`src/tpffp_pkg.sv`:
```
// constants shared by the triple port fifo: widths, depth, flag layout.
// assumes nothing of its surroundings; pure definitions.
package tpffp_pkg;
    localparam int WIDE_W = 36;
    localparam int NARROW_W = 18;
    localparam int QUEUE_DEPTH = 8;
    // flag vector layout before and after the two-stage synchroniser
    localparam int FLAG_W = 8;
    localparam int F_WIDE_EOR = 0;
    localparam int F_TX_EOR = 1;
    localparam int F_WIDE_FIR = 2;
    localparam int F_RX_FIR = 3;
    localparam int F_WIDE_AE = 4;
    localparam int F_TX_AE = 5;
    localparam int F_WIDE_AF = 6;
    localparam int F_RX_AF = 7;
    // empty queues: no data, space free, almost empty asserted (low)
    localparam logic [FLAG_W-1:0] FLAG_RESET = 8'hcc;
endpackage : tpffp_pkg

```
`src/tpffp_top.sv`:
```
// triple port fifo: wide 36-bit port, 18-bit transmit and receive ports.
// assumes all three ports share I_CLK and drive inputs synchronous to it;
// the pad logic resolves the wide bus from O_WIDE_PORT_BUS_OE.
//
// Behaviour
// - wide port bus reads and writes
// - transmit bus outputs queue halves
// - receive bus inputs queue halves
// - wide almost-empty low at count at offset
// - transmit almost-empty low at count at offset
// - wide almost-full low at free at offset
// - receive almost-full low at free at offset
// - endian pin high: most significant first
// - endian pin low: least significant first
// - after reset pin picks timing mode
// - wide port transfers and flags on clock
// - transmit reads and flags on clock
// - receive writes and flags on clock
// - wide select low gates transfers, drive
// - transmit select low gates reads, drive
// - wide enable high needed for transfer
// - wide empty/ready flag by mode
// - transmit empty/ready flag by mode
// - wide full/ready flag same in both modes: high on space
// - receive full/ready flag same in both modes: high on space
// - fall-through shows first word unrequested
// - flags pass two-stage synchroniser
`timescale 1ns/100ps
module tpffp_top #(
    parameter int DEPTH = tpffp_pkg::QUEUE_DEPTH,
    parameter int CW = $clog2(DEPTH + 1)
) (
    input wire logic I_CLK,
    input wire logic I_RST,
    input wire logic I_ENDIAN_TIMING_SELECT,
    input wire logic I_WIDE_PORT_SELECT_N,
    input wire logic I_WIDE_PORT_ENABLE,
    input wire logic I_WIDE_PORT_WRITE,
    input wire logic [tpffp_pkg::WIDE_W-1:0] I_WIDE_PORT_BUS,
    output logic [tpffp_pkg::WIDE_W-1:0] O_WIDE_PORT_BUS,
    output logic O_WIDE_PORT_BUS_OE,
    output logic O_WIDE_PORT_EMPTY_OR_READY,
    output logic O_WIDE_PORT_FULL_OR_READY,
    output logic O_WIDE_PORT_ALMOST_EMPTY_N,
    output logic O_WIDE_PORT_ALMOST_FULL_N,
    input wire logic I_TX_PORT_SELECT_N,
    input wire logic I_TX_PORT_READ,
    output logic [tpffp_pkg::NARROW_W-1:0] O_TX_PORT_BUS,
    output logic O_TX_PORT_BUS_OE,
    output logic O_TX_PORT_EMPTY_OR_READY,
    output logic O_TX_PORT_ALMOST_EMPTY_N,
    input wire logic I_RX_PORT_WRITE,
    input wire logic [tpffp_pkg::NARROW_W-1:0] I_RX_PORT_BUS,
    output logic O_RX_PORT_FULL_OR_READY,
    output logic O_RX_PORT_ALMOST_FULL_N,
    input wire logic [CW-1:0] I_TX_ALMOST_EMPTY_OFFSET,
    input wire logic [CW-1:0] I_WIDE_ALMOST_EMPTY_OFFSET,
    input wire logic [CW-1:0] I_WIDE_ALMOST_FULL_OFFSET,
    input wire logic [CW-1:0] I_RX_ALMOST_FULL_OFFSET
);
    localparam int WW = tpffp_pkg::WIDE_W;
    localparam int NW = tpffp_pkg::NARROW_W;
    localparam int FW = tpffp_pkg::FLAG_W;
    localparam logic [CW-1:0] DEPTH_C = CW'(DEPTH);

    if (DEPTH < 2 || CW != $clog2(DEPTH + 1) || WW != 2 * NW) begin : g_check
        $error("tpffp_top: depth below 2 or widths inconsistent");
    end

    // order of the two halves inside a wide word
    function automatic logic [NW-1:0] pick_half(input logic [WW-1:0] word,
                                                input logic big, input logic second);
        logic upper;
        upper = big ^ second;
        return upper ? word[WW-1:NW] : word[NW-1:0];
    endfunction : pick_half

    function automatic logic [WW-1:0] join_pair(input logic [NW-1:0] first,
                                                input logic [NW-1:0] second,
                                                input logic big);
        return big ? {first, second} : {second, first};
    endfunction : join_pair

    function automatic logic at_or_below(input logic [CW-1:0] value,
                                         input logic [CW-1:0] offset);
        return value <= offset;
    endfunction : at_or_below

    function automatic logic [CW-1:0] free_slots(input logic [CW-1:0] count);
        return DEPTH_C - count;
    endfunction : free_slots

    logic big_q;
    logic fall_through_q;
    logic taken_q;
    logic q1_push;
    logic q1_ready;
    logic q1_valid;
    logic q1_rd_ready;
    logic [WW-1:0] q1_rdata;
    logic [CW-1:0] q1_count;
    logic q2_push;
    logic q2_ready;
    logic q2_valid;
    logic [WW-1:0] q2_rdata;
    logic [CW-1:0] q2_count;
    logic wide_sel;
    logic wide_wr_req;
    logic wide_rd_req;
    logic wide_step;
    logic wide_or_q;
    logic tx_rd_req;
    logic tx_step;
    logic tx_avail;
    logic tx_pend_q;
    logic tx_sel_q;
    logic tx_or_q;
    logic rx_hold_q;
    logic [NW-1:0] rx_half_q;
    logic [FW-1:0] flag_raw;
    logic [FW-1:0] flag_s1_q;
    logic [FW-1:0] flag_s2_q;

    // endian is caught while reset is held, timing mode on the first
    // cycle after release; the pin is expected static from then on
    always_ff @(posedge I_CLK) begin
        if (I_RST) begin
            big_q <= I_ENDIAN_TIMING_SELECT;
            taken_q <= 1'b0;
            fall_through_q <= 1'b0;
        end else if (!taken_q) begin
            taken_q <= 1'b1;
            fall_through_q <= !I_ENDIAN_TIMING_SELECT;
        end
    end

    // wide port: one request per edge, gated by select and enable
    assign wide_sel = !I_WIDE_PORT_SELECT_N && I_WIDE_PORT_ENABLE;
    assign wide_wr_req = wide_sel && I_WIDE_PORT_WRITE;
    assign wide_rd_req = wide_sel && !I_WIDE_PORT_WRITE;
    assign q1_push = wide_wr_req && q1_ready;
    // fall-through refills the output word whenever it is not shown
    assign wide_step = fall_through_q ? (!wide_or_q || wide_rd_req) : wide_rd_req;
    assign O_WIDE_PORT_BUS = q2_rdata;
    assign O_WIDE_PORT_BUS_OE = !I_WIDE_PORT_SELECT_N && !I_WIDE_PORT_WRITE;

    always_ff @(posedge I_CLK) begin
        if (I_RST) begin
            wide_or_q <= 1'b0;
        end else if (fall_through_q && wide_step) begin
            wide_or_q <= q2_valid;
        end
    end

    // transmit port: each wide word leaves as two halves
    assign tx_rd_req = !I_TX_PORT_SELECT_N && I_TX_PORT_READ;
    assign tx_avail = tx_pend_q || q1_valid;
    assign tx_step = fall_through_q ? (!tx_or_q || tx_rd_req) : tx_rd_req;
    assign q1_rd_ready = tx_step && !tx_pend_q;
    assign O_TX_PORT_BUS = pick_half(q1_rdata, big_q, tx_sel_q);
    assign O_TX_PORT_BUS_OE = !I_TX_PORT_SELECT_N;

    always_ff @(posedge I_CLK) begin
        if (I_RST) begin
            tx_pend_q <= 1'b0;
            tx_sel_q <= 1'b0;
        end else if (tx_step && tx_avail) begin
            if (tx_pend_q) begin
                tx_sel_q <= 1'b1;
                tx_pend_q <= 1'b0;
            end else begin
                tx_sel_q <= 1'b0;
                tx_pend_q <= 1'b1;
            end
        end
    end

    always_ff @(posedge I_CLK) begin
        if (I_RST) begin
            tx_or_q <= 1'b0;
        end else if (fall_through_q && tx_step) begin
            tx_or_q <= tx_avail;
        end
    end

    // receive port: first half is held, second half completes the word;
    // a second half that meets a full queue is dropped, hold stays
    assign q2_push = I_RX_PORT_WRITE && rx_hold_q && q2_ready;

    always_ff @(posedge I_CLK) begin
        if (I_RST) begin
            rx_hold_q <= 1'b0;
            rx_half_q <= '0;
        end else if (I_RX_PORT_WRITE) begin
            if (!rx_hold_q) begin
                rx_half_q <= I_RX_PORT_BUS;
                rx_hold_q <= 1'b1;
            end else if (q2_ready) begin
                rx_hold_q <= 1'b0;
            end
        end
    end

    tpffp_fifo #(
        .WIDTH(WW),
        .DEPTH(DEPTH),
        .CW(CW)
    ) u_wide_to_tx_queue (
        .i_clk(I_CLK),
        .i_rst(I_RST),
        .i_wr_valid(q1_push),
        .o_wr_ready(q1_ready),
        .i_wr_data(I_WIDE_PORT_BUS),
        .o_rd_valid(q1_valid),
        .i_rd_ready(q1_rd_ready),
        .o_rd_data(q1_rdata),
        .o_count(q1_count)
    );

    tpffp_fifo #(
        .WIDTH(WW),
        .DEPTH(DEPTH),
        .CW(CW)
    ) u_rx_to_wide_queue (
        .i_clk(I_CLK),
        .i_rst(I_RST),
        .i_wr_valid(q2_push),
        .o_wr_ready(q2_ready),
        .i_wr_data(join_pair(rx_half_q, I_RX_PORT_BUS, big_q)),
        .o_rd_valid(q2_valid),
        .i_rd_ready(wide_step),
        .o_rd_data(q2_rdata),
        .o_count(q2_count)
    );

    // raw flags from the live counts, high meaning data or space
    always_comb begin
        flag_raw = '0;
        flag_raw[tpffp_pkg::F_WIDE_EOR] = fall_through_q ? wide_or_q : q2_valid;
        flag_raw[tpffp_pkg::F_TX_EOR] = fall_through_q ? tx_or_q : tx_avail;
        flag_raw[tpffp_pkg::F_WIDE_FIR] = q1_ready;
        flag_raw[tpffp_pkg::F_RX_FIR] = q2_ready;
        flag_raw[tpffp_pkg::F_WIDE_AE] =
            !at_or_below(q2_count, I_WIDE_ALMOST_EMPTY_OFFSET);
        flag_raw[tpffp_pkg::F_TX_AE] =
            !at_or_below(q1_count, I_TX_ALMOST_EMPTY_OFFSET);
        flag_raw[tpffp_pkg::F_WIDE_AF] =
            !at_or_below(free_slots(q1_count), I_WIDE_ALMOST_FULL_OFFSET);
        flag_raw[tpffp_pkg::F_RX_AF] =
            !at_or_below(free_slots(q2_count), I_RX_ALMOST_FULL_OFFSET);
    end

    // two stages keep the port view conservative: flags lag, the queue
    // logic itself never trusts them, so late flags cannot corrupt data
    always_ff @(posedge I_CLK) begin
        if (I_RST) begin
            flag_s1_q <= tpffp_pkg::FLAG_RESET;
            flag_s2_q <= tpffp_pkg::FLAG_RESET;
        end else begin
            flag_s1_q <= flag_raw;
            flag_s2_q <= flag_s1_q;
        end
    end

    assign O_WIDE_PORT_EMPTY_OR_READY = flag_s2_q[tpffp_pkg::F_WIDE_EOR];
    assign O_TX_PORT_EMPTY_OR_READY = flag_s2_q[tpffp_pkg::F_TX_EOR];
    assign O_WIDE_PORT_FULL_OR_READY = flag_s2_q[tpffp_pkg::F_WIDE_FIR];
    assign O_RX_PORT_FULL_OR_READY = flag_s2_q[tpffp_pkg::F_RX_FIR];
    assign O_WIDE_PORT_ALMOST_EMPTY_N = flag_s2_q[tpffp_pkg::F_WIDE_AE];
    assign O_TX_PORT_ALMOST_EMPTY_N = flag_s2_q[tpffp_pkg::F_TX_AE];
    assign O_WIDE_PORT_ALMOST_FULL_N = flag_s2_q[tpffp_pkg::F_WIDE_AF];
    assign O_RX_PORT_ALMOST_FULL_N = flag_s2_q[tpffp_pkg::F_RX_AF];

    // helper: two clean cycles since reset before $past(.,2) is meaningful
    logic [1:0] live_q;
    always_ff @(posedge I_CLK) begin
        if (I_RST) begin
            live_q <= 2'h0;
        end else begin
            live_q <= {live_q[0], 1'b1};
        end
    end

    wide_drive_off_a: assert property (@(posedge I_CLK) disable iff (I_RST)
        I_WIDE_PORT_SELECT_N |-> !O_WIDE_PORT_BUS_OE)
        else $error("wide bus driven while deselected");

    tx_drive_off_a: assert property (@(posedge I_CLK) disable iff (I_RST)
        I_TX_PORT_SELECT_N |-> !O_TX_PORT_BUS_OE)
        else $error("transmit bus driven while deselected");

    wide_no_xfer_a: assert property (@(posedge I_CLK) disable iff (I_RST)
        (!I_WIDE_PORT_ENABLE && !fall_through_q) |=> $stable(q1_count) || $past(q1_rd_ready))
        else $error("wide port transfer without enable");

    tx_no_read_a: assert property (@(posedge I_CLK) disable iff (I_RST)
        (I_TX_PORT_SELECT_N && !fall_through_q) |=> $stable(tx_pend_q) && $stable(tx_sel_q))
        else $error("transmit read while deselected");

    wide_ae_flag_a: assert property (@(posedge I_CLK) disable iff (I_RST)
        live_q[1] |-> O_WIDE_PORT_ALMOST_EMPTY_N ==
            !($past(q2_count, 2) <= $past(I_WIDE_ALMOST_EMPTY_OFFSET, 2)))
        else $error("wide almost-empty flag wrong");

    tx_ae_flag_a: assert property (@(posedge I_CLK) disable iff (I_RST)
        live_q[1] |-> O_TX_PORT_ALMOST_EMPTY_N ==
            !($past(q1_count, 2) <= $past(I_TX_ALMOST_EMPTY_OFFSET, 2)))
        else $error("transmit almost-empty flag wrong");

    wide_af_flag_a: assert property (@(posedge I_CLK) disable iff (I_RST)
        live_q[1] |-> O_WIDE_PORT_ALMOST_FULL_N ==
            !((DEPTH_C - $past(q1_count, 2)) <= $past(I_WIDE_ALMOST_FULL_OFFSET, 2)))
        else $error("wide almost-full flag wrong");

    rx_af_flag_a: assert property (@(posedge I_CLK) disable iff (I_RST)
        live_q[1] |-> O_RX_PORT_ALMOST_FULL_N ==
            !((DEPTH_C - $past(q2_count, 2)) <= $past(I_RX_ALMOST_FULL_OFFSET, 2)))
        else $error("receive almost-full flag wrong");

    flag_two_stage_a: assert property (@(posedge I_CLK) disable iff (I_RST)
        live_q[1] |-> O_RX_PORT_FULL_OR_READY == $past(q2_ready, 2))
        else $error("receive full flag not two cycles behind");

    tx_first_half_a: assert property (@(posedge I_CLK) disable iff (I_RST)
        (q1_rd_ready && q1_valid) |=>
            O_TX_PORT_BUS == (big_q ? q1_rdata[WW-1:NW] : q1_rdata[NW-1:0]))
        else $error("transmit half order wrong");

    fall_through_a: assert property (@(posedge I_CLK) disable iff (I_RST)
        (fall_through_q && !tx_or_q && tx_avail) |=> tx_or_q)
        else $error("first word did not fall through");

    mode_pick_a: assert property (@(posedge I_CLK) disable iff (I_RST)
        $rose(taken_q) |-> fall_through_q == !$past(I_ENDIAN_TIMING_SELECT))
        else $error("timing mode not taken from pin");

    // deselected in standard mode the receive queue may only grow
    wide_read_gate_a: assert property (@(posedge I_CLK) disable iff (I_RST)
        (I_WIDE_PORT_SELECT_N && !fall_through_q) |=> q2_count >= $past(q2_count))
        else $error("wide read while deselected");

    rx_full_hold_a: assert property (@(posedge I_CLK) disable iff (I_RST)
        (I_RX_PORT_WRITE && rx_hold_q && !q2_ready) |=> rx_hold_q && q2_count <= $past(q2_count))
        else $error("receive half lost its hold at full");
endmodule : tpffp_top

```
`src/tpffp_mem.sv`:
```
// small word memory with a registered read port.
// assumes a single clock and a synchronous active-high reset.
`timescale 1ns/100ps
module tpffp_mem #(
    parameter int WIDTH = 36,
    parameter int DEPTH = 8,
    parameter int AW = 3
) (
    input wire logic i_clk,
    input wire logic i_rst,
    input wire logic i_we,
    input wire logic [AW-1:0] i_waddr,
    input wire logic [WIDTH-1:0] i_wdata,
    input wire logic i_re,
    input wire logic [AW-1:0] i_raddr,
    output logic [WIDTH-1:0] o_rdata
);
    if (DEPTH < 1 || AW < 1 || (2 ** AW) < DEPTH) begin : g_check
        $error("tpffp_mem: address width too small for depth");
    end

    logic [WIDTH-1:0] mem_q [DEPTH];
    logic [WIDTH-1:0] rdata_q;

    always_ff @(posedge i_clk) begin
        if (i_we) begin
            mem_q[i_waddr] <= i_wdata;
        end
    end

    // read data holds until the next read so outputs stay stable
    always_ff @(posedge i_clk) begin
        if (i_rst) begin
            rdata_q <= '0;
        end else if (i_re) begin
            rdata_q <= mem_q[i_raddr];
        end
    end

    assign o_rdata = rdata_q;
endmodule : tpffp_mem

```
`src/tpffp_fifo.sv`:
```
// synchronous fifo, valid/ready on both sides, word count out.
// read data appear in a register one cycle after the pop.
// assumes one clock; pushing and popping in the same cycle is allowed.
`timescale 1ns/100ps
module tpffp_fifo #(
    parameter int WIDTH = 36,
    parameter int DEPTH = 8,
    parameter int CW = 4
) (
    input wire logic i_clk,
    input wire logic i_rst,
    input wire logic i_wr_valid,
    output logic o_wr_ready,
    input wire logic [WIDTH-1:0] i_wr_data,
    output logic o_rd_valid,
    input wire logic i_rd_ready,
    output logic [WIDTH-1:0] o_rd_data,
    output logic [CW-1:0] o_count
);
    localparam int AW = (DEPTH > 1) ? $clog2(DEPTH) : 1;
    localparam logic [CW-1:0] DEPTH_C = CW'(DEPTH);

    if (DEPTH < 2 || CW != $clog2(DEPTH + 1)) begin : g_check
        $error("tpffp_fifo: depth below 2 or count width wrong");
    end

    logic [AW-1:0] wr_ptr_q;
    logic [AW-1:0] rd_ptr_q;
    logic [CW-1:0] count_q;
    logic push;
    logic pop;

    // wrap by compare, so any depth works, not only powers of two
    function automatic logic [AW-1:0] next_ptr(input logic [AW-1:0] p);
        return (p == AW'(DEPTH - 1)) ? '0 : p + 1'b1;
    endfunction : next_ptr

    assign o_wr_ready = (count_q != DEPTH_C);
    assign o_rd_valid = (count_q != '0);
    assign push = i_wr_valid && o_wr_ready;
    assign pop = i_rd_ready && o_rd_valid;
    assign o_count = count_q;

    always_ff @(posedge i_clk) begin
        if (i_rst) begin
            wr_ptr_q <= '0;
        end else if (push) begin
            wr_ptr_q <= next_ptr(wr_ptr_q);
        end
    end

    always_ff @(posedge i_clk) begin
        if (i_rst) begin
            rd_ptr_q <= '0;
        end else if (pop) begin
            rd_ptr_q <= next_ptr(rd_ptr_q);
        end
    end

    always_ff @(posedge i_clk) begin
        if (i_rst) begin
            count_q <= '0;
        end else if (push && !pop) begin
            count_q <= count_q + 1'b1;
        end else if (pop && !push) begin
            count_q <= count_q - 1'b1;
        end
    end

    tpffp_mem #(
        .WIDTH(WIDTH),
        .DEPTH(DEPTH),
        .AW(AW)
    ) u_mem (
        .i_clk(i_clk),
        .i_rst(i_rst),
        .i_we(push),
        .i_waddr(wr_ptr_q),
        .i_wdata(i_wr_data),
        .i_re(pop),
        .i_raddr(rd_ptr_q),
        .o_rdata(o_rd_data)
    );

    count_track_a: assert property (@(posedge i_clk) disable iff (i_rst)
        (push && !pop) |=> (count_q == $past(count_q) + 1'b1))
        else $error("fifo count did not rise after a push");
endmodule : tpffp_fifo

```
`config.mk`:
```
export PLATFORM = sky130hd
export DESIGN_NAME = tpffp_top
export DESIGN_NICKNAME = d
export VERILOG_FILES = /design/src/tpffp_pkg.sv /design/src/tpffp_top.sv /design/src/tpffp_mem.sv /design/src/tpffp_fifo.sv
export SDC_FILE = /design/constraint.sdc
export NUM_CORES = 1
export LEC_CHECK = 0
export BUFFER_PORTS_ARGS = -buffer_cell sky130_fd_sc_hd__buf_2
export CAP_MARGIN = 25
export CORE_ASPECT_RATIO = 1.5
export CORE_MARGIN = 5
export CORE_UTILIZATION = 55
export DETAILED_ROUTE_END_ITERATION = 16
export GPL_ROUTABILITY_DRIVEN = 0
export PLACE_DENSITY = 0.84
export SYNTH_ARGS = -nofsm -noshare
export SYNTH_HDL_FRONTEND = slang
export SYNTH_HIERARCHICAL = 1
export SYNTH_SLANG_ARGS = --single-unit
export TNS_END_PERCENT = 5
```
`constraint.sdc`:
```
create_clock -name I_CLK -period 3.91 [get_ports I_CLK]
set_clock_uncertainty 0.2 [all_clocks]
set_input_delay 0.391 -clock I_CLK [delete_from_list [all_inputs] [get_ports I_CLK]]
set_output_delay 0.391 -clock I_CLK [all_outputs]
set_load 0.01 [all_outputs]
```
# After elaboration in Yosys (flattened, before gate mapping)
# Memory sizes are Yosys's and may differ from the RTL's. A register that Yosys moved wholly into a read port is not among the register bits.
# Cells that the tools add are included.
# totals
reg_bits	62
latch_bits	0
ramBits	576
mem_bits_ro	0
in_bits	79
memories	2
# classes
n_addsub	10
n_mul	0
n_div	0
magnitude_cmp	4
n_eq_ne	6
shift	0
mux	23
n_bitwise	2
n_reduce_logical	43
# mem_list
name	depth	word_bits	read_ports	rd_ports_with_merged_regs	write_ports	line_no	rtl
u_rx_to_wide_queue.u_mem.mem_q	8	36	1	1	1	tpffp_mem.sv:22	logic [WIDTH-1:0] mem_q [DEPTH];
u_wide_to_tx_queue.u_mem.mem_q	8	36	1	1	1	tpffp_mem.sv:22	
# op_table
cell	count
36-bit 2-to-1 mux	1
1-bit logical AND	20
18-bit 2-to-1 mux	1
4-bit less-or-equal comparator	4
4-bit 2-to-1 mux	4
1-bit zero test	15
1-bit 2-to-1 mux	13
3-bit by 1-bit adder with 3-bit output (second input constant)	4
3-bit == test (second input constant)	4
3-bit 2-to-1 mux	4
4-bit by 1-bit adder with 4-bit output (second input constant)	2
4-bit != test (second input constant)	2
4-bit nonzero test	2
4-bit by 1-bit subtractor with 4-bit output (second input constant)	2
4-bit subtractor (first input constant)	2
2-bit nonzero test	2
1-bit logical OR	3
2-bit AND reduction	1
1-bit inverter	1
1-bit bitwise XOR	1

# Depth between registers and ports, before layout
# Gate-level depths: netlist (run 1).
# logic_depth
ltp_word	9
depth_mapped	12
ltp_nobuf	12

# By module
# The synthesis (run 1) kept the hierarchy.
# modules_own_cells
module	n_inst	cells_per_inst	area_each_um2	seq_area_each_um2
tpffp_mem	2	671	12403.1	9369.0
tpffp_top	1	277	2562.5	850.8
tpffp_fifo	2	60	559.3	200.2

# Least setup slack after synthesis (run 1)
# No wires, ideal clock.
# synth_path
path_type	register to register
start	register u_wide_to_tx_queue.count_q[1], in the netlist u_wide_to_tx_queue/o_count[1]
end	memory u_wide_to_tx_queue.u_mem.mem_q[0][0] (enable)
setup_ns	0.474
arrival_ns	3.606
required_ns	3.236
path_slack_ns	-0.370
stages_incl_launch_ff	8
n_path_buf	0
period_less_slack_ns	4.280
path_cell_list	dfxtp_1 -> or4b_4 -> nand2_1 -> nor2_1 -> nand2_2 -> inv_1 -> nand2b_1 -> nor3_1
# synth_between
elab_chain_cells	5
# synth_lines
item	line_no	rtl
from (decl)	tpffp_fifo.sv:29	logic [CW-1:0] count_q;
from (signal assigned)	tpffp_fifo.sv:64	count_q <= count_q + 1'b1;
from (signal assigned)	tpffp_fifo.sv:66	count_q <= count_q - 1'b1;
4-bit != test	tpffp_fifo.sv:38	assign o_wr_ready = (count_q != DEPTH_C);
net flag_raw[2]	tpffp_top.sv:120	logic [FW-1:0] flag_raw;
1-bit logical AND	tpffp_top.sv:141	assign q1_push = wide_wr_req && q1_ready;
net q1_push	tpffp_top.sv:96	logic q1_push;
1-bit logical AND	tpffp_fifo.sv:40	assign push = i_wr_valid && o_wr_ready;
net u_wide_to_tx_queue.push	tpffp_fifo.sv:30	logic push;
1-bit 2-to-1 mux	tpffp_mem.sv:26	if (i_we) begin
1-bit 2-to-1 mux (not written as such)	tpffp_mem.sv:27	mem_q[i_waddr] <= i_wdata;
to (decl)	tpffp_mem.sv:22	
# The timed path passes the listed nets, and every way through them passes these cells.

# Worst setup path in the final report (run 1)
# layout_path
start	register u_rx_to_wide_queue.count_q[0], in the netlist u_rx_to_wide_queue/o_count[0]
end	register u_rx_to_wide_queue.count_q[3], in the netlist u_rx_to_wide_queue/o_count[3]
# layout_between
elab_chain_cells	6
# layout_lines
item	line_no	rtl
from (decl)	tpffp_fifo.sv:29	
from (signal assigned)	tpffp_fifo.sv:64	
from (signal assigned)	tpffp_fifo.sv:66	
4-bit != test (*)	tpffp_fifo.sv:38	
net flag_raw[3]	tpffp_top.sv:120	
1-bit logical AND (*)	tpffp_top.sv:188	assign q2_push = I_RX_PORT_WRITE && rx_hold_q && q2_ready;
net q2_push	tpffp_top.sv:102	logic q2_push;
1-bit logical AND (*)	tpffp_fifo.sv:40	
net u_rx_to_wide_queue.push	tpffp_fifo.sv:30	
1-bit zero test	tpffp_fifo.sv:65	end else if (pop && !push) begin
1-bit logical AND	tpffp_fifo.sv:65	
2-bit nonzero test (no line)	--	
# The timed path passes the listed nets; every way through them passes the cells marked *. The select of a mux whose other input is x is not followed.
# A chain may end at the register's enable or synchronous reset.

==> results of run 1 <==
cells by family (layout without fill, tap and decap cells):
kind of cell,after synthesis,count (layout)
AO/OA/AOI/OAI,273,273
XOR/XNOR,9,9
adder cells (fa/ha/maj),34,34
buffers and inverters,133,388
flip-flops,710,710
multiplexers,349,349
other,0,1
AND/OR/NAND/NOR,231,231
power breakdown:
group | total, W | internal [W] | switching [W]
Clock | 0.00634 | 0.00362 | 0.00272
Combinational | 0.00395 | 0.00181 | 0.00214
Sequential | 0.00909 | 0.00867 | 0.000421
Total | 0.0194 | 0.0141 | 0.00528
critical path, cell delays in order, from the launching register on:
cell	delay [ns]
dfxtp_1	0.39
or4b_4	0.60
and3_1	0.25
nand2_2	0.11
inv_1	0.07
ha_1	0.21
inv_1	0.13
ha_1	0.30
a21oi_1	0.26
a211oi_1	0.12
a31oi_1	0.23
mux2_2	0.36
cell usage in the layout (no fill, tap or decap), types with 5 or more instances in the layout:
cell type      instances
a211oi_1              40
a211oi_2              34
a21oi_1               39
a221o_1               50
a22oi_1               22
buf_12                 6
buf_2                141
buf_4                 28
bufinv_16              5
clkbuf_1              16
clkbuf_16             68
clkinv_1               9
clkinv_2              12
dfxtp_1              131
dlygate4sd3_1         58
edfxtp_1             577
ha_1                  32
inv_1                 29
mux2_2               190
mux2_4                10
mux2i_1              149
nand2_1               53
nand2b_1              10
nand3_1                8
nor2_1                96
nor2_4                12
nor2b_1               12
nor3_1                 6
o221ai_1              22
o22ai_1               53
or2_2                  7
state kept, by name, summed over array words and instances, names as in the netlist, 4 cells and up:
signal and flops:
rx_half_q 18, u_rx_to_wide_queue/u_mem/o_rdata 36, u_wide_to_tx_queue/u_mem/mem_q 288, u_rx_to_wide_queue/u_mem/mem_q 288, flag_s2_q 8, flag_s1_q 8
u_rx_to_wide_queue/o_count 4, u_wide_to_tx_queue/u_mem/o_rdata 36, u_wide_to_tx_queue/o_count 4
layout make-up:
cell class	count	area, um^2	share of cell area
Timing Repair Buffer	235	1640	0.0506
Clock inverter	35	338	0.0104
Inverter	31	116	0.00358
Clock buffer	87	1800	0.0555
Multi-Input combinational cell	896	7720	0.238
Tap cell	676	846	0.0261
Antenna cell	1	2.50	0.0000771
Sequential cell	710	20000	0.616
layer usage:
layer  vias to the layer above  track usage  share of wire
li1                       7182            -              -
met1                      8018        0.246           0.35
met2                       646        0.419           0.55
met3                       139       0.0403          0.067
met4                         2       0.0768          0.029
met5                         -            0        0.00021
final timing paths:
path	to	cells after the start
max	u_rx_to_wide_queue/o_count[3]$_SDFFE_PP0P_	11
min	flag_s1_q[5]$_SDFF_PP0_	4
max reg2reg	u_rx_to_wide_queue/o_count[3]$_SDFFE_PP0P_	11
min reg2reg	flag_s2_q[7]$_SDFF_PP1_	1
what timing repair did:
item                                   4_1_cts  5_1_grt
gates resized for setup                      0        0
endpoints found under the hold margin      312        0
hold buffers                                58        0
through the flow:
step / worst slack [ns] / hold WS (ns) / area (um^2)
3_3_place_gp: 0.804 / 0.193 / 29700
5_1_grt: 0.441 / 0.0642 / 32500
6_report: 0.576 / 0.0787 / 32500
4_1_cts: 0.622 / 0.0501 / 32500
3_5_place_dp: 0.641 / 0.194 / 29700
2_1_floorplan: -0.366 / 0.189 / 28500
==> impl_metrics.env, run 1 <==
export IMPL_status="finished clean"
export IMPL_path_class="flip-flop to flip-flop"
export IMPL_worstPathRequired_ns=4.21
export IMPL_synthTopCellsByCount="edfxtp_1 (577), mux2_2 (190), mux2i_1 (149)"
export IMPL_track_usage=0.220
export IMPL_wl_per_cell_um=23.6
export IMPL_grt_overflow=0
export IMPL_cp_startpoint="u_rx_to_wide_queue/o_count[0]$_SDFFE_PP0P_"
export IMPL_synth_compound_area_frac=0.0777
export IMPL_ys_async_sr_fraction=0
export IMPL_hold_class="input port to flip-flop"
export IMPL_dr_total_vias=15987
export IMPL_synth_edff_count=577
export IMPL_worst_pin_slew_ns=1.02
export IMPL_fin_crit_sh=0.853
export IMPL_h_tree_depth=3
export IMPL_yosys_area_top_type="edfxtp_1"
export IMPL_synth_top_family_by_area="multiplexers"
export IMPL_final_antenna_net_count=0
export IMPL_muxShareOfSynthArea=0.133
export IMPL_dpl_hpwl_um=34600
export IMPL_regToRegSetupSlack_ns=0.58
export IMPL_cts_sinks=710
export IMPL_synth_cell_type_count=49
export IMPL_pin_count=143
export IMPL_maxSlewViolCount=0
export IMPL_wl_um=62900
export IMPL_fp_dieW_um=196
export IMPL_slew_headroom=0.319
export IMPL_vdd_drop_max_mv=0.745
export IMPL_drt_vias_per_instance=5.99
export IMPL_cts_buffer_depth=3
export IMPL_first_pass_iters=5
export IMPL_numCtsBuffers=66
export IMPL_fin_crit_ns=3.33
export IMPL_num_nets_final=2053
export IMPL_synth_simple_area_share=0.0372
export IMPL_fin_cells=2671
export IMPL_clk_latency_ns=0.61
export IMPL_cp_end_kind="flip-flop"
export IMPL_core_area_mm2=0.0514
export IMPL_fin_util=0.631
export IMPL_finalPower_w=0.0194
export IMPL_fillers=3379
export IMPL_drt_iter0_markers=1208
export IMPL_synth_area_top_cells="edfxtp_1 (61%), dfxtp_1 (9.3%), mux2_2 (7.5%), mux2i_1 (5.2%), a221o_1 (1.8%)"
export IMPL_dieArea_mm2=0.0565
export IMPL_worst_path_max_fanout=7
export IMPL_layout_drive_gt1_share=0.278
export IMPL_root_buffer="clkbuf_16"
export IMPL_critPathLaunchType="flip-flop"
export IMPL_syn_avg_cell_area_um2=16.4
export IMPL_start_util=0.554
export IMPL_area_growth_pct=14.0
export IMPL_arrival_ns=3.63
export IMPL_rsz0062_at_grt="false"
export IMPL_grt_max_degree=100
export IMPL_synthesis_area_mm2=0.0285
export IMPL_drc=0
export IMPL_timing_rr_start="u_rx_to_wide_queue/o_count[0]$_SDFFE_PP0P_"
export IMPL_hold_start="I_TX_ALMOST_EMPTY_OFFSET[3]"
export IMPL_synthAdderAreaFrac=0.0155
export IMPL_synth_seq_cells=710
export IMPL_yosys_warnings=6
export IMPL_post_cts_buffers=0
export IMPL_max_freq_mhz=300
export IMPL_power_density_mw_per_mm2=597
export IMPL_synth_cells=1739
export IMPL_io_buffers=142
export IMPL_tns_ns=0
export IMPL_grt_pass1_vias=17096
export IMPL_hold_viol=0
export IMPL_leakagePower_nw=11.0
export IMPL_antenna_found_initial=2
export IMPL_grt_pass1_wl_um=96500
export IMPL_max_cap_violations=0
export IMPL_syn_num_nets=1852
export IMPL_cts_clk_slew_worst_paths_ns=0.06
export IMPL_synthFlopType="edfxtp_1"
export IMPL_setup_violations_final=0
export IMPL_tritoncts="built"
export IMPL_row_count=102
export IMPL_ys_seq_area_frac=0.702
export IMPL_synth_xor_area_share=0.00343
export IMPL_die_y_um=289
export IMPL_dp_cells=2490
export IMPL_synth_top_area_share=0.608
export IMPL_yosysMostFrequentCell="edfxtp_1"
No activity file was read; power rests on OpenSTA's default activity.
==> inputs of run 2 (changes only) <==
--- a/config.mk
+++ b/config.mk
@@ -9,10 +9,12 @@
 export CAP_MARGIN = 25
 export CORE_ASPECT_RATIO = 1.5
 export CORE_MARGIN = 5
-export CORE_UTILIZATION = 55
+export CORE_UTILIZATION = 57
+export CTS_BUF_LIST = sky130_fd_sc_hd__clkbuf_4
 export DETAILED_ROUTE_END_ITERATION = 16
 export GPL_ROUTABILITY_DRIVEN = 0
-export PLACE_DENSITY = 0.84
+export PLACE_DENSITY = 0.86
+export SLEW_MARGIN = 20
 export SYNTH_ARGS = -nofsm -noshare
 export SYNTH_HDL_FRONTEND = slang
 export SYNTH_HIERARCHICAL = 1
==> impl_metrics.env, run 2 (synthesized netlist as in run 1, its figures left out) <==
export IMPL_register_area_mm2=0.0200
export IMPL_pre_cts_slack_ns=0.690
export IMPL_final_antenna_net_count=0
export IMPL_final_common_cell="edfxtp_1"
export IMPL_path_class="flip-flop to output pin"
export IMPL_cts_sinks=710
export IMPL_clk_latency_ns=0.91
export IMPL_path_delay_family="XOR/XNOR gates"
export IMPL_area_growth_pct=15.2
export IMPL_arrival_ns=2.85
export IMPL_dieArea_mm2=0.0546
export IMPL_layout_drive_gt1_share=0.324
export IMPL_p_clk_frac=0.309
export IMPL_ff2ff_path_depth=11
export IMPL_fin_crit_ns=3.44
export IMPL_status="finished clean"
export IMPL_fp_dieW_um=193
export IMPL_wl_met3_um=4960
export IMPL_fin_cells=2870
export IMPL_cts_resized=0
export IMPL_slew_headroom=0.296
export IMPL_crit_chain="xnor2_4 > mux2_2 > buf_2"
export IMPL_rsz0062_at_grt="false"
export IMPL_grt_max_degree=93
export IMPL_pin_count=143
export IMPL_tns_ns=0
export IMPL_drt_vias_per_instance=5.92
export IMPL_worst_pin_slew_ns=1.05
export IMPL_p_comb_frac=0.211
export IMPL_fillers=3179
export IMPL_wl_met1_um=22600
export IMPL_row_count=100
export IMPL_cpPeakStageDelay_ns=0.82
export IMPL_critical_path_depth=3
export IMPL_first_pass_iters=6
export IMPL_power_density_mw_per_mm2=580
export IMPL_dr_total_vias=16989
export IMPL_grt_pass1_vias=18433
export IMPL_max_freq_mhz=290
export IMPL_cp_end_kind="output pin"
export IMPL_power_switching_share=0.287
export IMPL_final_cell_mix="edfxtp_1 (577), clkbuf_4 (238), mux2_2 (190)"
export IMPL_met2WireLength_um=36100
export IMPL_dp_cells=2476
export IMPL_hold_path_depth=2
export IMPL_root_buffer="clkbuf_4"
export IMPL_numCtsBuffers=158
export IMPL_grt_pass1_wl_um=100000
export IMPL_io_buffers=142
export IMPL_worst_path_buf_inv=1
export IMPL_critPathLaunchType="flip-flop"
export IMPL_hold_class="input port to flip-flop"
export IMPL_fin_area_mm2=0.0328
export IMPL_power_switching_w=0.00546
export IMPL_worst_path_max_fanout=18
export IMPL_p_int_w=0.0136
export IMPL_worstPathRequired_ns=3.32
export IMPL_wl_per_cell_um=22.9
export IMPL_setup_violations_final=0
export IMPL_dpl_hpwl_um=34700
export IMPL_leakagePower_nw=11.4
export IMPL_multi_input_area_mm2=0.00773
export IMPL_vdd_drop_max_mv=0.486
export IMPL_cts_clk_slew_worst_paths_ns=0.08
export IMPL_dpl_cell_area_mm2=0.0297
export IMPL_h_tree_depth=4
export IMPL_max_cap_violations=0
export IMPL_highest_layer="met5"
export IMPL_fin_ws_ns=0.468
export IMPL_pwr_share_seq=0.481
export IMPL_drt_iter0_markers=1432
export IMPL_track_usage=0.239
export IMPL_crit_path_top_delay_cell="xnor2_4"
export IMPL_grt_overflow=0
export IMPL_tritoncts="built"
export IMPL_antenna_found_initial=5
export IMPL_largestRegisters="u_rx_to_wide_queue/u_mem/mem_q: 288 flops, u_wide_to_tx_queue/u_mem/mem_q: 288 flops"
export IMPL_num_nets_final=2180
export IMPL_wl_um=65700
export IMPL_start_util=0.575
export IMPL_maxSlewViolCount=0
export IMPL_die_y_um=284
export IMPL_drc=0
export IMPL_core_area_mm2=0.0495
export IMPL_cts_buffer_depth=3
export IMPL_hold_viol=0
export IMPL_fin_crit_sh=0.880
run 2: area by class of cell:
| cell class | instances | area share |
|---|---|---|
| clock inverter | 57 | 0.0103 |
| clock buffer | 238 | 0.0545 |
| antenna | 5 | 0.000381 |
| multi-input combinational | 896 | 0.236 |
| sequential | 710 | 0.610 |
| inverter | 31 | 0.00355 |
| timing repair buffer | 270 | 0.0610 |
| tap | 663 | 0.0253 |
run 2: power by group through the flow:
| stage | logic [W] | registers (W) | clock network (W) |
|---|---|---|---|
| 2_1_floorplan | 0.00314 | 0.00909 | 0 |
| 5_1_grt | 0.00431 | 0.00919 | 0.00641 |
| 6_report | 0.00401 | 0.00914 | 0.00587 |
| 3_3_place_gp | 0.00360 | 0.00925 | 0 |
| 3_5_place_dp | 0.00376 | 0.00929 | 0 |
| 4_1_cts | 0.00392 | 0.00913 | 0.00594 |
run 2: stage by stage:
stage               power [W]  utilization  hold WS [ns]
finish                 0.0190        0.662        0.0936
global route           0.0199        0.662        0.0663
CTS                    0.0190        0.662       0.00596
detailed placement     0.0131        0.600         0.193
global placement       0.0129        0.600         0.195
floorplan              0.0122            -         0.189
run 2: layer usage:
metal,GRT usage,up-vias
li1,-,7555
met4,0.107,2
met5,0,-
met1,0.262,8408
met3,0.0490,164
met2,0.439,860
run 2: path summary, 6_finish.rpt:
kind / start / end / slack [ns]
worst max-delay path: big_q$_DFFE_PP_ / O_TX_PORT_BUS[1] / 0.47
worst min-delay path: I_WIDE_PORT_BUS[9] / u_wide_to_tx_queue/u_mem/mem_q[0][9]$_DFFE_PP_ / 0.09
worst max register to register: u_rx_to_wide_queue/o_count[0]$_SDFFE_PP0P_ / u_rx_to_wide_queue/o_count[3]$_SDFFE_PP0P_ / 0.62
worst min register to register: flag_s1_q[3]$_SDFF_PP1_ / flag_s2_q[3]$_SDFF_PP1_ / 0.21
run 2: repair_timing:
item,in CTS,in global routing
hold buffers,94,0
buffers inserted,0,0
endpoints found under the hold margin,671,0
run 2: worst reg2reg max path, cell delays in order, from the launching register on:
cell and delay (ns):
dfxtp_1 0.40, or4b_4 0.60, and3_1 0.25, nand2_2 0.11
inv_1 0.08, ha_1 0.21, inv_1 0.14, ha_1 0.29
a21oi_1 0.23, a211oi_1 0.13, a31oi_1 0.20, mux2_2 0.35
==> inputs of run 3 (changes only) <==
--- a/config.mk
+++ b/config.mk
@@ -9,12 +9,11 @@
 export CAP_MARGIN = 25
 export CORE_ASPECT_RATIO = 1.5
 export CORE_MARGIN = 5
-export CORE_UTILIZATION = 57
+export CORE_UTILIZATION = 45
 export CTS_BUF_LIST = sky130_fd_sc_hd__clkbuf_4
 export DETAILED_ROUTE_END_ITERATION = 16
 export GPL_ROUTABILITY_DRIVEN = 0
-export PLACE_DENSITY = 0.86
-export SLEW_MARGIN = 20
+export PLACE_DENSITY = 0.72
 export SYNTH_ARGS = -nofsm -noshare
 export SYNTH_HDL_FRONTEND = slang
 export SYNTH_HIERARCHICAL = 1
==> impl_metrics.env, run 3 (synthesized netlist as in run 1, its figures left out) <==
export IMPL_layout_drive_gt1_share=0.320
export IMPL_cp_end_kind="output pin"
export IMPL_path_delay_family="XOR/XNOR gates"
export IMPL_regToRegSetupSlack_ns=0.57
export IMPL_track_usage=0.187
export IMPL_hold_start="flag_s1_q[2]$_SDFF_PP1_"
export IMPL_hold_path_endpoint="flag_s2_q[2]$_SDFF_PP1_"
export IMPL_cts_sinks=710
export IMPL_fp_dieW_um=215
export IMPL_path_class="flip-flop to output pin"
export IMPL_critPathLaunchType="flip-flop"
export IMPL_start_util=0.452
export IMPL_power_switching_w=0.00533
export IMPL_p_comb_frac=0.210
export IMPL_worst_path_buf_inv=1
export IMPL_worst_path_max_fanout=18
export IMPL_fin_ws_ns=0.400
export IMPL_timing_rr_start="u_rx_to_wide_queue/o_count[0]$_SDFFE_PP0P_"
export IMPL_grt_max_degree=99
export IMPL_hold_class="flip-flop to flip-flop"
export IMPL_worst_pin_slew_ns=1.05
export IMPL_clk_latency_ns=0.98
export IMPL_cts_clk_slew_worst_paths_ns=0.07
export IMPL_cpPeakStageDelay_ns=0.81
export IMPL_cts_buffer_depth=3
export IMPL_power_switching_share=0.280
export IMPL_h_tree_depth=4
export IMPL_max_cap_violations=0
export IMPL_final_cell_mix="edfxtp_1 (577), clkbuf_4 (248), mux2_2 (190)"
export IMPL_max_freq_mhz=285
export IMPL_fin_crit_ns=3.51
export IMPL_dr_total_vias=16838
export IMPL_p_int_w=0.0137
export IMPL_fin_cells=3085
export IMPL_ff2ff_path_depth=11
export IMPL_dp_cells=2628
export IMPL_whs_ns=0.155
export IMPL_p_clk_frac=0.311
export IMPL_leakagePower_nw=11.7
export IMPL_crit_path_top_delay_cell="xnor2_4"
export IMPL_final_common_cell="edfxtp_1"
export IMPL_wl_um=64300
export IMPL_arrival_ns=2.92
export IMPL_wl_per_cell_um=20.8
export IMPL_critical_path_depth=3
export IMPL_slew_headroom=0.296
export IMPL_grt_pass1_wl_um=99800
export IMPL_die_y_um=318
export IMPL_io_buffers=142
export IMPL_grt_pass1_vias=18066
export IMPL_numCtsBuffers=161
export IMPL_crit_chain="xnor2_4 > mux2_2 > buf_2"
export IMPL_drt_iter0_markers=1142
export IMPL_hold_path_depth=1
export IMPL_power_density_mw_per_mm2=564
export IMPL_setup_violations_final=0
export IMPL_core_area_mm2=0.0631
export IMPL_worstPathRequired_ns=3.32
export IMPL_num_nets_final=2258
export IMPL_pre_cts_slack_ns=0.649
export IMPL_area_growth_pct=18.4
export IMPL_hold_viol=0
export IMPL_largestRegisters="u_rx_to_wide_queue/u_mem/mem_q: 288 flops, u_wide_to_tx_queue/u_mem/mem_q: 288 flops"
export IMPL_rsz0062_at_grt="false"
export IMPL_final_antenna_net_count=0
export IMPL_row_count=113
export IMPL_tritoncts="built"
export IMPL_drt_vias_per_instance=5.46
export IMPL_dieArea_mm2=0.0685
export IMPL_pin_count=143
export IMPL_root_buffer="clkbuf_4"
export IMPL_fin_crit_sh=0.898
export IMPL_fillers=5075
export IMPL_fin_util=0.535
export IMPL_status="finished clean"
export IMPL_maxSlewViolCount=0
export IMPL_antenna_found_initial=3
export IMPL_pwr_share_seq=0.479
export IMPL_drc=0
export IMPL_reg2reg_to="u_rx_to_wide_queue/o_count[3]$_SDFFE_PP0P_"
export IMPL_first_pass_iters=5
export IMPL_dpl_hpwl_um=36500
export IMPL_vdd_drop_max_mv=0.426
export IMPL_grt_overflow=0
==> run 3: cell count changes in the layout (fill, tap and decap cells not counted), sizes merged <==
cell,previous run,this run
buf,176,186
clkbuf,238,248
clkinv,46,39
clkinvlp,4,2
diode,5,2
dlygate4sd3,94,159
==> run 3: final cells by class <==
class	instances	area [um^2]	share of cell area
Clock inverter	48	294	0.00872
Sequential cell	710	20000	0.593
Timing Repair Buffer	345	2720	0.0807
Antenna cell	2	5.00	0.000148
Tap cell	805	1010	0.0299
Clock buffer	248	1860	0.0552
Multi-Input combinational cell	896	7730	0.229
Inverter	31	116	0.00345
==> run 3: stage by stage <==
| step | power, W | setup TNS [ns] | cell area, um^2 |
|---|---|---|---|
| 4_1_cts | 0.0192 | 0 | 33700 |
| 2_1_floorplan | 0.0122 | -39.10 | 28500 |
| 3_5_place_dp | 0.0131 | 0 | 30000 |
| 5_1_grt | 0.0200 | 0 | 33700 |
| 3_3_place_gp | 0.0129 | 0 | 30000 |
| 6_report | 0.0190 | 0 | 33700 |
==> run 3: repair_timing <==
| item | CTS | global route |
|---|---|---|
| hold endpoints to repair | 688 | 0 |
| endpoints found under the setup margin | 0 | 0 |
| hold buffers | 159 | 0 |
| resized for setup | 0 | 0 |
| setup buffers | 0 | 0 |
==> run 3: power groups by stage <==
stage                     logic, W  registers, W  clock network, W
after detailed placement   0.00382       0.00928                 0
final                      0.00399       0.00911           0.00593
after CTS                  0.00401       0.00912           0.00610
after floorplan            0.00314       0.00909                 0
after global routing       0.00434       0.00918           0.00653
after global placement     0.00369       0.00925                 0
==> run 3: worst max path at each step <==
stage	from	end	slack [ns]
2_1_floorplan	u_wide_to_tx_queue/o_count[1]$_SDFFE_PP0P_	u_wide_to_tx_queue/u_mem/mem_q[4][0]$_DFFE_PP_	-0.37
3_3_place_gp	u_rx_to_wide_queue/o_count[0]$_SDFFE_PP0P_	u_rx_to_wide_queue/o_count[3]$_SDFFE_PP0P_	0.79
3_5_place_dp	u_rx_to_wide_queue/o_count[0]$_SDFFE_PP0P_	u_rx_to_wide_queue/o_count[3]$_SDFFE_PP0P_	0.65
4_1_cts	big_q$_DFFE_PP_	O_TX_PORT_BUS[17]	0.20
5_1_grt	big_q$_DFFE_PP_	O_TX_PORT_BUS[0]	0.23
6_report	big_q$_DFFE_PP_	O_TX_PORT_BUS[0]	0.40
==> run 3: metal layers <==
metal,routed length (um),up-vias,GRT usage
met3,3900,130,0.0421
met5,0,-,0
li1,-,7731,-
met2,34900,560,0.346
met4,1750,0,0.0750
met1,23800,8417,0.205
